--- src/rtl/ubr_pkg.sv ---
// Purpose: constants, register map and config carrier for the uart bit-rate generator
// Assumes: ref_clk is the pll core clock; 8-bit registers on a plain strobe port
// Notes:   all offsets and field positions used by the rtl live here

package ubr_pkg;

   localparam int unsigned ADDR_W = 4;
   localparam int unsigned DATA_W = 8;

   // register offsets
   localparam logic [3:0] ADDR_BAUD_CTL   = 4'h0;
   localparam logic [3:0] ADDR_BAUD_FRAC  = 4'h1;
   localparam logic [3:0] ADDR_PWR_CTL    = 4'h2;
   localparam logic [3:0] ADDR_TMR_MODE   = 4'h3;
   localparam logic [3:0] ADDR_T2_CTL     = 4'h4;
   localparam logic [3:0] ADDR_T1_RELOAD  = 4'h5;
   localparam logic [3:0] ADDR_T2_RLD_LO  = 4'h6;
   localparam logic [3:0] ADDR_T2_RLD_HI  = 4'h7;
   localparam logic [3:0] ADDR_UART_MODE  = 4'h8;
   localparam logic [3:0] ADDR_STATUS     = 4'h9;

   // field positions
   localparam int unsigned BIT_BAUD_EN    = 7;
   localparam int unsigned PRE_MSB        = 2;
   localparam int unsigned BIT_RATE_DBL   = 7;
   localparam int unsigned BIT_RX_T2_SEL  = 5;
   localparam int unsigned BIT_TX_T2_SEL  = 4;
   localparam int unsigned T1_MODE_LSB    = 4;
   localparam int unsigned STAT_RX_LSB    = 4;
   localparam logic [7:0]  BAUD_CTL_MASK  = 8'h87;

   // timer 1 running mode field value for 8-bit auto-reload
   localparam logic [1:0] T1_AUTO_RELOAD = 2'h2;

   // uart modes
   localparam logic [1:0] UMODE_SHIFT   = 2'h0;
   localparam logic [1:0] UMODE_8_VAR   = 2'h1;
   localparam logic [1:0] UMODE_9_FIX   = 2'h2;
   localparam logic [1:0] UMODE_9_VAR   = 2'h3;

   // divider figures
   localparam int unsigned DIV_W        = 7;
   localparam logic [6:0] MACHINE_DIV   = 7'h0C;
   localparam logic [6:0] FIX_DIV_SLOW  = 7'h40;
   localparam logic [6:0] FIX_DIV_FAST  = 7'h20;
   localparam logic [6:0] T1_OVF_SLOW   = 7'h20;
   localparam logic [6:0] T1_OVF_FAST   = 7'h10;
   localparam logic [6:0] T2_OVF_PER_BIT = 7'h10;
   localparam logic [8:0] FRAC_OFFSET   = 9'h040;
   localparam logic [9:0] FRAC_STEP     = 10'h002;
   localparam logic [7:0] T1_TOP        = 8'hFF;
   localparam logic [15:0] T2_TOP       = 16'hFFFF;

   // source codes shown in the status register
   localparam logic [2:0] SRC_FIXED_12  = 3'h0;
   localparam logic [2:0] SRC_FIXED_2   = 3'h1;
   localparam logic [2:0] SRC_TIMER1    = 3'h2;
   localparam logic [2:0] SRC_TIMER2    = 3'h3;
   localparam logic [2:0] SRC_BAUD_TMR  = 3'h4;

   typedef struct packed {
      logic        baud_timer_enable;
      logic [2:0]  prescale;
      logic [7:0]  baud_fraction_value;
      logic        rate_double_bit;
      logic [1:0]  t1_mode;
      logic        tx_timer2_select;
      logic        rx_timer2_select;
      logic [7:0]  timer1_reload_high;
      logic [15:0] timer2_reload_pair;
      logic [1:0]  uart_mode;
   } ubr_cfg_type;

endpackage

--- src/rtl/ubr_baud_gen.sv ---
// Purpose: uart bit-rate generator, one bit tick per direction
// Assumes: ref_clk is the pll core clock; timer 1 runs whenever it sources the rate
// Notes:   ticks mark bit boundaries; the shift logic consumes them
`timescale 1ns/1ps
`default_nettype none

module ubr_baud_gen (
   input  wire logic                        ref_clk,       // pll core clock
   input  wire logic                        sys_rst,       // synchronous reset, high
   input  wire logic [ubr_pkg::ADDR_W-1:0]  reg_addr,      // register offset
   input  wire logic [ubr_pkg::DATA_W-1:0]  reg_wdata,     // write data
   input  wire logic                        reg_wr,        // write strobe
   input  wire logic                        reg_rd,        // read strobe
   input  wire logic                        t1_ovf_ext,    // timer 1 overflow, non auto-reload
   output logic [ubr_pkg::DATA_W-1:0]       reg_rdata,     // read data, cycle after strobe
   output logic                             tx_bit_tick,   // transmit bit pulse
   output logic                             rx_bit_tick    // receive bit pulse
);

   // configuration registers
   logic                 baud_en_r, baud_en_nxt;
   logic [2:0]           pre_r, pre_nxt;
   logic [7:0]           frac_r, frac_nxt;
   logic [7:0]           pwr_r, pwr_nxt;
   logic [7:0]           timer_mode_reg_r, timer_mode_reg_nxt;
   logic [7:0]           t2ctl_r, t2ctl_nxt;
   logic [7:0]           t1rld_r, t1rld_nxt;
   logic [15:0]          t2rld_r, t2rld_nxt;
   logic [1:0]           umode_r, umode_nxt;
   logic [7:0]           rdata_r, rdata_nxt;
   ubr_pkg::ubr_cfg_type cfg;

   // timer state
   logic [7:0]  t1_cnt_r, t1_cnt_nxt;
   logic [15:0] t2_cnt_r, t2_cnt_nxt;
   logic        t2_half_r, t2_half_nxt;
   logic [6:0]  pre_cnt_r, pre_cnt_nxt;
   logic [8:0]  acc_r, acc_nxt;

   // output stage
   logic        tx_tick_r, tx_tick_nxt;
   logic        rx_tick_r, rx_tick_nxt;
   logic [2:0]  tx_src, rx_src;

   // internal strobes
   logic        mc_tick;
   logic        fix2_tick;
   logic        t1_auto;
   logic        t1_int_ovf;
   logic        t1_ovf;
   logic        t1_bit_tick;
   logic        t2_active;
   logic        t2_ovf;
   logic        t2_bit_tick;
   logic        pre_tick;
   logic [6:0]  pre_lim;
   logic [8:0]  frac_period;
   logic [9:0]  acc_sum;
   logic        baud_tick;
   logic [6:0]  fix2_lim;
   logic [6:0]  t1_lim;

   assign cfg.baud_timer_enable   = baud_en_r;
   assign cfg.prescale            = pre_r;
   assign cfg.baud_fraction_value = frac_r;
   assign cfg.rate_double_bit     = pwr_r[ubr_pkg::BIT_RATE_DBL];
   assign cfg.t1_mode             = timer_mode_reg_r[ubr_pkg::T1_MODE_LSB +: 2];
   assign cfg.tx_timer2_select    = t2ctl_r[ubr_pkg::BIT_TX_T2_SEL];
   assign cfg.rx_timer2_select    = t2ctl_r[ubr_pkg::BIT_RX_T2_SEL];
   assign cfg.timer1_reload_high  = t1rld_r;
   assign cfg.timer2_reload_pair  = t2rld_r;
   assign cfg.uart_mode           = umode_r;

   // register writes; reserved baud-control and uart-mode bits are not stored, the other registers keep all eight bits
   always_comb begin
      baud_en_nxt = baud_en_r;
      pre_nxt     = pre_r;
      frac_nxt    = frac_r;
      pwr_nxt     = pwr_r;
      timer_mode_reg_nxt    = timer_mode_reg_r;
      t2ctl_nxt   = t2ctl_r;
      t1rld_nxt   = t1rld_r;
      t2rld_nxt   = t2rld_r;
      umode_nxt   = umode_r;
      if (reg_wr) begin
         case (reg_addr)
            ubr_pkg::ADDR_BAUD_CTL: begin
               baud_en_nxt = reg_wdata[ubr_pkg::BIT_BAUD_EN];
               pre_nxt     = reg_wdata[ubr_pkg::PRE_MSB:0];
            end
            ubr_pkg::ADDR_BAUD_FRAC: frac_nxt = reg_wdata;
            ubr_pkg::ADDR_PWR_CTL:   pwr_nxt  = reg_wdata;
            ubr_pkg::ADDR_TMR_MODE:  timer_mode_reg_nxt = reg_wdata;
            ubr_pkg::ADDR_T2_CTL:    t2ctl_nxt = reg_wdata;
            ubr_pkg::ADDR_T1_RELOAD: t1rld_nxt = reg_wdata;
            ubr_pkg::ADDR_T2_RLD_LO: t2rld_nxt = {t2rld_r[15:8], reg_wdata};
            ubr_pkg::ADDR_T2_RLD_HI: t2rld_nxt = {reg_wdata, t2rld_r[7:0]};
            ubr_pkg::ADDR_UART_MODE: umode_nxt = reg_wdata[1:0];
            default: begin
            end
         endcase
      end
   end

   // read data stands only in the cycle after the strobe
   always_comb begin
      rdata_nxt = '0;
      if (reg_rd) begin
         case (reg_addr)
            ubr_pkg::ADDR_BAUD_CTL:
               rdata_nxt = {baud_en_r, 4'h0, pre_r} & ubr_pkg::BAUD_CTL_MASK;
            ubr_pkg::ADDR_BAUD_FRAC: rdata_nxt = frac_r;
            ubr_pkg::ADDR_PWR_CTL:   rdata_nxt = pwr_r;
            ubr_pkg::ADDR_TMR_MODE:  rdata_nxt = timer_mode_reg_r;
            ubr_pkg::ADDR_T2_CTL:    rdata_nxt = t2ctl_r;
            ubr_pkg::ADDR_T1_RELOAD: rdata_nxt = t1rld_r;
            ubr_pkg::ADDR_T2_RLD_LO: rdata_nxt = t2rld_r[7:0];
            ubr_pkg::ADDR_T2_RLD_HI: rdata_nxt = t2rld_r[15:8];
            ubr_pkg::ADDR_UART_MODE: rdata_nxt = {6'h00, umode_r};
            ubr_pkg::ADDR_STATUS:    rdata_nxt = {1'b0, rx_src, 1'b0, tx_src};
            default:                 rdata_nxt = '0;
         endcase
      end
   end

   always_ff @(posedge ref_clk) begin
      if (sys_rst) begin
         baud_en_r <= 1'b0;
         pre_r     <= '0;
         frac_r    <= '0;
         pwr_r     <= '0;
         timer_mode_reg_r    <= '0;
         t2ctl_r   <= '0;
         t1rld_r   <= '0;
         t2rld_r   <= '0;
         umode_r   <= ubr_pkg::UMODE_SHIFT;
         rdata_r   <= '0;
      end else begin
         baud_en_r <= baud_en_nxt;
         pre_r     <= pre_nxt;
         frac_r    <= frac_nxt;
         pwr_r     <= pwr_nxt;
         timer_mode_reg_r    <= timer_mode_reg_nxt;
         t2ctl_r   <= t2ctl_nxt;
         t1rld_r   <= t1rld_nxt;
         t2rld_r   <= t2rld_nxt;
         umode_r   <= umode_nxt;
         rdata_r   <= rdata_nxt;
      end
   end

   // machine cycle: twelve core clocks, also the mode 0 bit clock
   ubr_tick_div #(.CNT_W(ubr_pkg::DIV_W)) u_machine (
      .clk   (ref_clk),
      .rst   (sys_rst),
      .step  (1'b1),
      .limit (ubr_pkg::MACHINE_DIV),
      .tick  (mc_tick)
   );

   // mode 2 fixed rate
   assign fix2_lim = cfg.rate_double_bit ? ubr_pkg::FIX_DIV_FAST
                                         : ubr_pkg::FIX_DIV_SLOW;

   ubr_tick_div #(.CNT_W(ubr_pkg::DIV_W)) u_fixed2 (
      .clk   (ref_clk),
      .rst   (sys_rst),
      .step  (1'b1),
      .limit (fix2_lim),
      .tick  (fix2_tick)
   );

   // timer 1: internal 8-bit auto-reload, otherwise the outside overflow
   assign t1_auto    = (cfg.t1_mode == ubr_pkg::T1_AUTO_RELOAD);
   assign t1_int_ovf = t1_auto && mc_tick && (t1_cnt_r == ubr_pkg::T1_TOP);
   assign t1_ovf     = t1_auto ? t1_int_ovf : t1_ovf_ext;

   always_comb begin
      t1_cnt_nxt = t1_cnt_r;
      if (t1_auto && mc_tick) begin
         t1_cnt_nxt = t1_int_ovf ? cfg.timer1_reload_high
                                 : 8'(t1_cnt_r + 8'h01);
      end
   end

   assign t1_lim = cfg.rate_double_bit ? ubr_pkg::T1_OVF_FAST
                                       : ubr_pkg::T1_OVF_SLOW;

   // one divider serves both directions; they share one rate and phase
   ubr_tick_div #(.CNT_W(ubr_pkg::DIV_W)) u_t1_bit (
      .clk   (ref_clk),
      .rst   (sys_rst),
      .step  (t1_ovf),
      .limit (t1_lim),
      .tick  (t1_bit_tick)
   );

   // timer 2 counts every other core clock in rate mode; idle it parks at reload
   assign t2_active = !cfg.baud_timer_enable &&
                      (cfg.tx_timer2_select || cfg.rx_timer2_select);
   assign t2_ovf    = t2_active && t2_half_r && (t2_cnt_r == ubr_pkg::T2_TOP);

   always_comb begin
      t2_cnt_nxt  = cfg.timer2_reload_pair;
      t2_half_nxt = 1'b0;
      if (t2_active) begin
         t2_cnt_nxt  = t2_cnt_r;
         t2_half_nxt = !t2_half_r;
         if (t2_half_r) begin
            t2_cnt_nxt = t2_ovf ? cfg.timer2_reload_pair
                                : 16'(t2_cnt_r + 16'h0001);
         end
      end
   end

   ubr_tick_div #(.CNT_W(ubr_pkg::DIV_W)) u_t2_bit (
      .clk   (ref_clk),
      .rst   (sys_rst),
      .step  (t2_ovf),
      .limit (ubr_pkg::T2_OVF_PER_BIT),
      .tick  (t2_bit_tick)
   );

   // baud timer: binary prescaler then fractional accumulator;
   // adding two per prescaled tick keeps the odd half-periods exact
   assign pre_lim     = 7'((8'h01 << cfg.prescale) - 8'h01);
   assign pre_tick    = cfg.baud_timer_enable && (pre_cnt_r >= pre_lim);
   assign frac_period = {1'b0, cfg.baud_fraction_value} + ubr_pkg::FRAC_OFFSET;
   assign acc_sum     = {1'b0, acc_r} + ubr_pkg::FRAC_STEP;
   assign baud_tick   = pre_tick && (acc_sum >= {1'b0, frac_period});

   always_comb begin
      pre_cnt_nxt = '0;
      acc_nxt     = '0;
      if (cfg.baud_timer_enable) begin
         pre_cnt_nxt = pre_tick ? 7'h00 : 7'(pre_cnt_r + 7'h01);
         acc_nxt     = acc_r;
         if (pre_tick) begin
            acc_nxt = baud_tick ? 9'(acc_sum - {1'b0, frac_period})
                                : acc_sum[8:0];
         end
      end
   end

   always_ff @(posedge ref_clk) begin
      if (sys_rst) begin
         t1_cnt_r  <= '0;
         t2_cnt_r  <= '0;
         t2_half_r <= 1'b0;
         pre_cnt_r <= '0;
         acc_r     <= '0;
      end else begin
         t1_cnt_r  <= t1_cnt_nxt;
         t2_cnt_r  <= t2_cnt_nxt;
         t2_half_r <= t2_half_nxt;
         pre_cnt_r <= pre_cnt_nxt;
         acc_r     <= acc_nxt;
      end
   end

   // source choice per direction
   always_comb begin
      tx_src = ubr_pkg::SRC_FIXED_12;
      rx_src = ubr_pkg::SRC_FIXED_12;
      if (cfg.baud_timer_enable) begin
         tx_src = ubr_pkg::SRC_BAUD_TMR;
         rx_src = ubr_pkg::SRC_BAUD_TMR;
      end else begin
         case (cfg.uart_mode)
            ubr_pkg::UMODE_SHIFT: begin
               tx_src = ubr_pkg::SRC_FIXED_12;
               rx_src = ubr_pkg::SRC_FIXED_12;
            end
            ubr_pkg::UMODE_9_FIX: begin
               tx_src = ubr_pkg::SRC_FIXED_2;
               rx_src = ubr_pkg::SRC_FIXED_2;
            end
            ubr_pkg::UMODE_8_VAR, ubr_pkg::UMODE_9_VAR: begin
               tx_src = cfg.tx_timer2_select ? ubr_pkg::SRC_TIMER2
                                             : ubr_pkg::SRC_TIMER1;
               rx_src = cfg.rx_timer2_select ? ubr_pkg::SRC_TIMER2
                                             : ubr_pkg::SRC_TIMER1;
            end
            default: begin
            end
         endcase
      end
   end

   function automatic logic pick_tick(input logic [2:0] src,
                                      input logic       t12,
                                      input logic       t2f,
                                      input logic       tt1,
                                      input logic       tt2,
                                      input logic       tb);
      logic r;
      r = 1'b0;
      case (src)
         ubr_pkg::SRC_FIXED_12: r = t12;
         ubr_pkg::SRC_FIXED_2:  r = t2f;
         ubr_pkg::SRC_TIMER1:   r = tt1;
         ubr_pkg::SRC_TIMER2:   r = tt2;
         ubr_pkg::SRC_BAUD_TMR: r = tb;
         default:               r = 1'b0;
      endcase
      return r;
   endfunction

   always_comb begin
      tx_tick_nxt = pick_tick(tx_src, mc_tick, fix2_tick, t1_bit_tick,
                              t2_bit_tick, baud_tick);
      rx_tick_nxt = pick_tick(rx_src, mc_tick, fix2_tick, t1_bit_tick,
                              t2_bit_tick, baud_tick);
   end

   // registered so every output leaves straight from a flop
   always_ff @(posedge ref_clk) begin
      if (sys_rst) begin
         tx_tick_r <= 1'b0;
         rx_tick_r <= 1'b0;
      end else begin
         tx_tick_r <= tx_tick_nxt;
         rx_tick_r <= rx_tick_nxt;
      end
   end

   // timer 1 interrupt handling is the software's job and not seen here
   assign tx_bit_tick = tx_tick_r;
   assign rx_bit_tick = rx_tick_r;
   assign reg_rdata   = rdata_r;

endmodule // ubr_baud_gen

`default_nettype wire

--- src/rtl/ubr_tick_div.sv ---
// Purpose: counts input steps and fires one pulse every limit steps
// Assumes: limit is at least one; a limit change takes effect at once against the running count
// Notes:   output is combinational, the top registers it
`timescale 1ns/1ps
`default_nettype none

module ubr_tick_div #(
   parameter int unsigned CNT_W = 7
) (
   input  wire logic             clk,    // core clock
   input  wire logic             rst,    // synchronous reset, high
   input  wire logic             step,   // one count per high cycle
   input  wire logic [CNT_W-1:0] limit,  // steps per output pulse
   output logic                  tick    // pulse on the limit-th step
);

   logic [CNT_W-1:0] cnt_r;
   logic [CNT_W-1:0] cnt_nxt;
   logic             at_end;

   // >= guards against a limit lowered below the running count
   assign at_end = (cnt_r >= CNT_W'(limit - CNT_W'(1)));
   assign tick   = step && at_end;

   always_comb begin
      cnt_nxt = cnt_r;
      if (step) begin
         cnt_nxt = at_end ? '0 : CNT_W'(cnt_r + CNT_W'(1));
      end
   end

   always_ff @(posedge clk) begin
      if (rst) begin
         cnt_r <= '0;
      end else begin
         cnt_r <= cnt_nxt;
      end
   end

endmodule // ubr_tick_div

`default_nettype wire

--- config.mk ---
export PLATFORM = sky130hd
export DESIGN_NAME = ubr_baud_gen
export DESIGN_NICKNAME = d
export VERILOG_FILES = /design/src/rtl/ubr_pkg.sv /design/src/rtl/ubr_baud_gen.sv /design/src/rtl/ubr_tick_div.sv
export SDC_FILE = /design/constraint.sdc
export NUM_CORES = 1
export LEC_CHECK = 0
export ABC_AREA = 1
export BUFFER_PORTS_ARGS = -buffer_cell sky130_fd_sc_hd__buf_2
export CORE_ASPECT_RATIO = 1.25
export CORE_MARGIN = 2
export CORE_UTILIZATION = 30
export DETAILED_ROUTE_END_ITERATION = 6
export GPL_TIMING_DRIVEN = 1
export PLACE_DENSITY_LB_ADDON = 0.1
export SYNTH_ARGS = -nofsm -noshare
export SYNTH_HDL_FRONTEND = slang
export SYNTH_SLANG_ARGS = --single-unit
--- constraint.sdc ---
create_clock -name ref_clk -period 5.5 [get_ports ref_clk]
set_clock_uncertainty 0.2 [all_clocks]
set_input_delay 0.825 -clock ref_clk [delete_from_list [all_inputs] [get_ports ref_clk]]
set_output_delay 0.825 -clock ref_clk [all_outputs]
set_load 0.02 [all_outputs]
==> out/results.tsv <==
metric	value	unit
initial antenna violation count	0	
sequential share of the synthesized area	39.9	%
synth warn	0	
WP depth	17	
setup tns final	0	ps
crit-path max FO	10	
total global routing overflow	0	
min-delay src	u_fixed2.cnt_r[0]$_SDFF_PP0_	
worst endpoint required time	5570	ps
Top FF cell, synth	dfxtp_1	
hpwl dp	15400	µm
gr usage total	17.4	%
top cells by count, synth	nand2_1 (192), dfxtp_1 (141), inv_1 (135)	
period utilization	52.2	%
DR pass1 iterations	5	
type of origin of the critical path	flip-flop	
worst reg2reg path startpoint	acc_r[1]$_SDFFE_PP0P_	
Max Clk Rate	348	MHz
number of diodes	0	
CTS Buf Count	17	
post-synthesis register bit count	141	
crit-path cells	ha_1, nand3_1, nor2_1, nand2_1, nand2_1, inv_1, ha_1, nand2_1, inv_1, a21oi_1, nand3_1, nand2_1, nand2_2, nand2_1, o21ai_0, nor2_1, nor2_1	
fin nets	1061	
Iter 0 DRT Violations	411	
Die Ht	176	µm
worst setup path class	reg -> reg	
unrepaired setup endpoints after global routing	false	
Hold Worst Slack	254	ps
Post-CTS Resized	0	
# DRC	0	
CP Capture Type	flip-flop	
core area	23100	µm²
clk sinks	141	
CTS root buf	clkbuf_16	
clk buf depth	2	
top cells by area, synth	dfxtp_1 (40%), nand2_1 (10%), a21oi_1 (7.6%)	
Mapped Cells	993	
asr flop ratio synth	0	%
most used cell, CP	nand2_1	
peak supply drop	192	µV
post-synth top area cell	dfxtp_1	
status	finished, final reports clean	
endpoints failing setup	0	
Skew-Pair Late Insertion Delay	420	ps
relative slew slack	45.8	%
endpoints failing hold	0	
layout cells sized above 1	7.21	%
R2R depth	17	
io pins	27	
count leader, synth	nand2_1	
worst path bufs/invs	2	
largest net degree at the start of global routing	44	
CP arrival	2950	ps
die span in x	141	µm
Port Buf Inserts	26	
RD Place Congestion	0.874	
Leakage	0.00313	µW
Synth top area share	39.9	%
fin crit period	2870	ps
global-route wire length before repair	33500	µm
Slowest-stage cell, CP	dfxtp_1	
dominant delay contributor by cell family on the critical path	simple AND/OR/NAND/NOR gates	
Die ar.	24800	µm²
Final ANT Viol Nets	0	
Reg clk slew, reported paths	60	ps
Worst Tran Pin Value	813	ps
Critical path origin	acc_r[1]$_SDFFE_PP0P_	
max incr delay on CP	360	ps
CTS H-Tree Depth	4	
hold buffer count at CTS	0	
total wire length	20800	µm
Synth-to-Final Area Change	13.1	%
vias in the first global route	6243	
Post-synth EDFFs	0	
Syn Std Cell Area	7080	µm²
vias per cell	4.91	
TritonCTS clock tree	built	
initial core utilization	30.6	%
DR WL/cell	15.8	µm
Hold Path Depth	1	
Mapped Avg Cell Area	7.13	µm²
HP Class	reg -> reg	
setup bufs post-CTS	0	
row count	62	
Distinct cells, synth	43	
routed via count	6449	
Max-Cap Viols	0	
PwrDens	284	nW/µm²
Slew Viols, Final	0	
final core utilization	34.6	%
[kinds of logic after synthesis]
kind of cell               Yosys count  synth area share [%]
and+or+nand+nor                    387                  23.5
AOI/OAI and AO/OA                  245                  19.1
buffers and inverters              164                  9.05
DFF                                141                  39.9
adders and majority gates           28                  5.05
xor gates and xnor gates            27                  3.34
other                                1                0.0530
[cell type report]
| type | count | area, µm² |
|---|---|---|
| sequential | 141 | 2820 |
| inverter | 137 | 514 |
| timing repair buffer | 29 | 153 |
| fill | 2528 | 15100 |
| tap | 288 | 360 |
| multi-input combinational | 690 | 3630 |
| clock buffer | 22 | 464 |
| clock inverter | 7 | 67.6 |
[per-stage QoR]
| step | std cells | instance area [µm²] | power, µW | setup slack (ps) |
|---|---|---|---|---|
| 6_report | 1314 | 8010 | 2270 | 2630 |
| 5_1_grt | 1314 | 8010 | 2380 | 2250 |
| 4_1_cts | 1314 | 8010 | 2310 | 2600 |
| 3_5_place_dp | 1285 | 7480 | 1220 | 2610 |
| 3_3_place_gp | 1285 | 7480 | 1220 | 2690 |
| 2_1_floorplan | 995 | 7090 | 1170 | 2970 |
[sequential cells by signal, indices dropped and copies added (netlist names), 2 cells and up]
signal            flops
acc_r                 9
frac_r                8
pre_cnt_r             7
pre_r                 3
pwr_r                 8
reg_rdata             8
t1_cnt_r              8
t1rld_r               8
t2_cnt_r             16
t2ctl_r               8
t2rld_r              16
timer_mode_reg_r      8
u_fixed2.cnt_r        7
u_machine.cnt_r       7
u_t1_bit.cnt_r        7
u_t2_bit.cnt_r        7
umode_r               2
[layout by cell type (no fill, tap or decap), types with 5 or more instances in the layout]
master	instances
clkbuf_16	17
nand4_1	14
nor2_1	80
buf_2	26
a211oi_1	6
xnor2_1	9
nand2_1	192
dfxtp_1	141
a21oi_1	108
nor3b_1	5
o21ai_0	88
nor3_1	17
nand3_1	61
o22ai_1	14
o211ai_2	6
xor2_1	18
o21ai_1	5
inv_1	135
ha_1	27
a31oi_1	5
[worst paths after layout]
kind,endpoint,slack (ps)
max,rx_bit_tick$_SDFF_PP0_,2630
min,u_fixed2.cnt_r[0]$_SDFF_PP0_,250
max reg2reg,rx_bit_tick$_SDFF_PP0_,2630
min reg2reg,u_fixed2.cnt_r[0]$_SDFF_PP0_,250
[power breakdown]
| group | total (µW) | switching (µW) | internal, µW |
|---|---|---|---|
| Combinational | 142 | 102 | 40.4 |
| Clock | 1070 | 436 | 635 |
| Sequential | 1060 | 14.3 | 1040 |
[layer usage]
layer	track usage, %	wire (µm)	vias up
met5	0	0	-
met4	6.58	518	0
met3	3.44	645	29
met2	30.2	10400	112
met1	21.1	9230	2974
li1	-	-	3334
(Power assumes the default switching activity.)
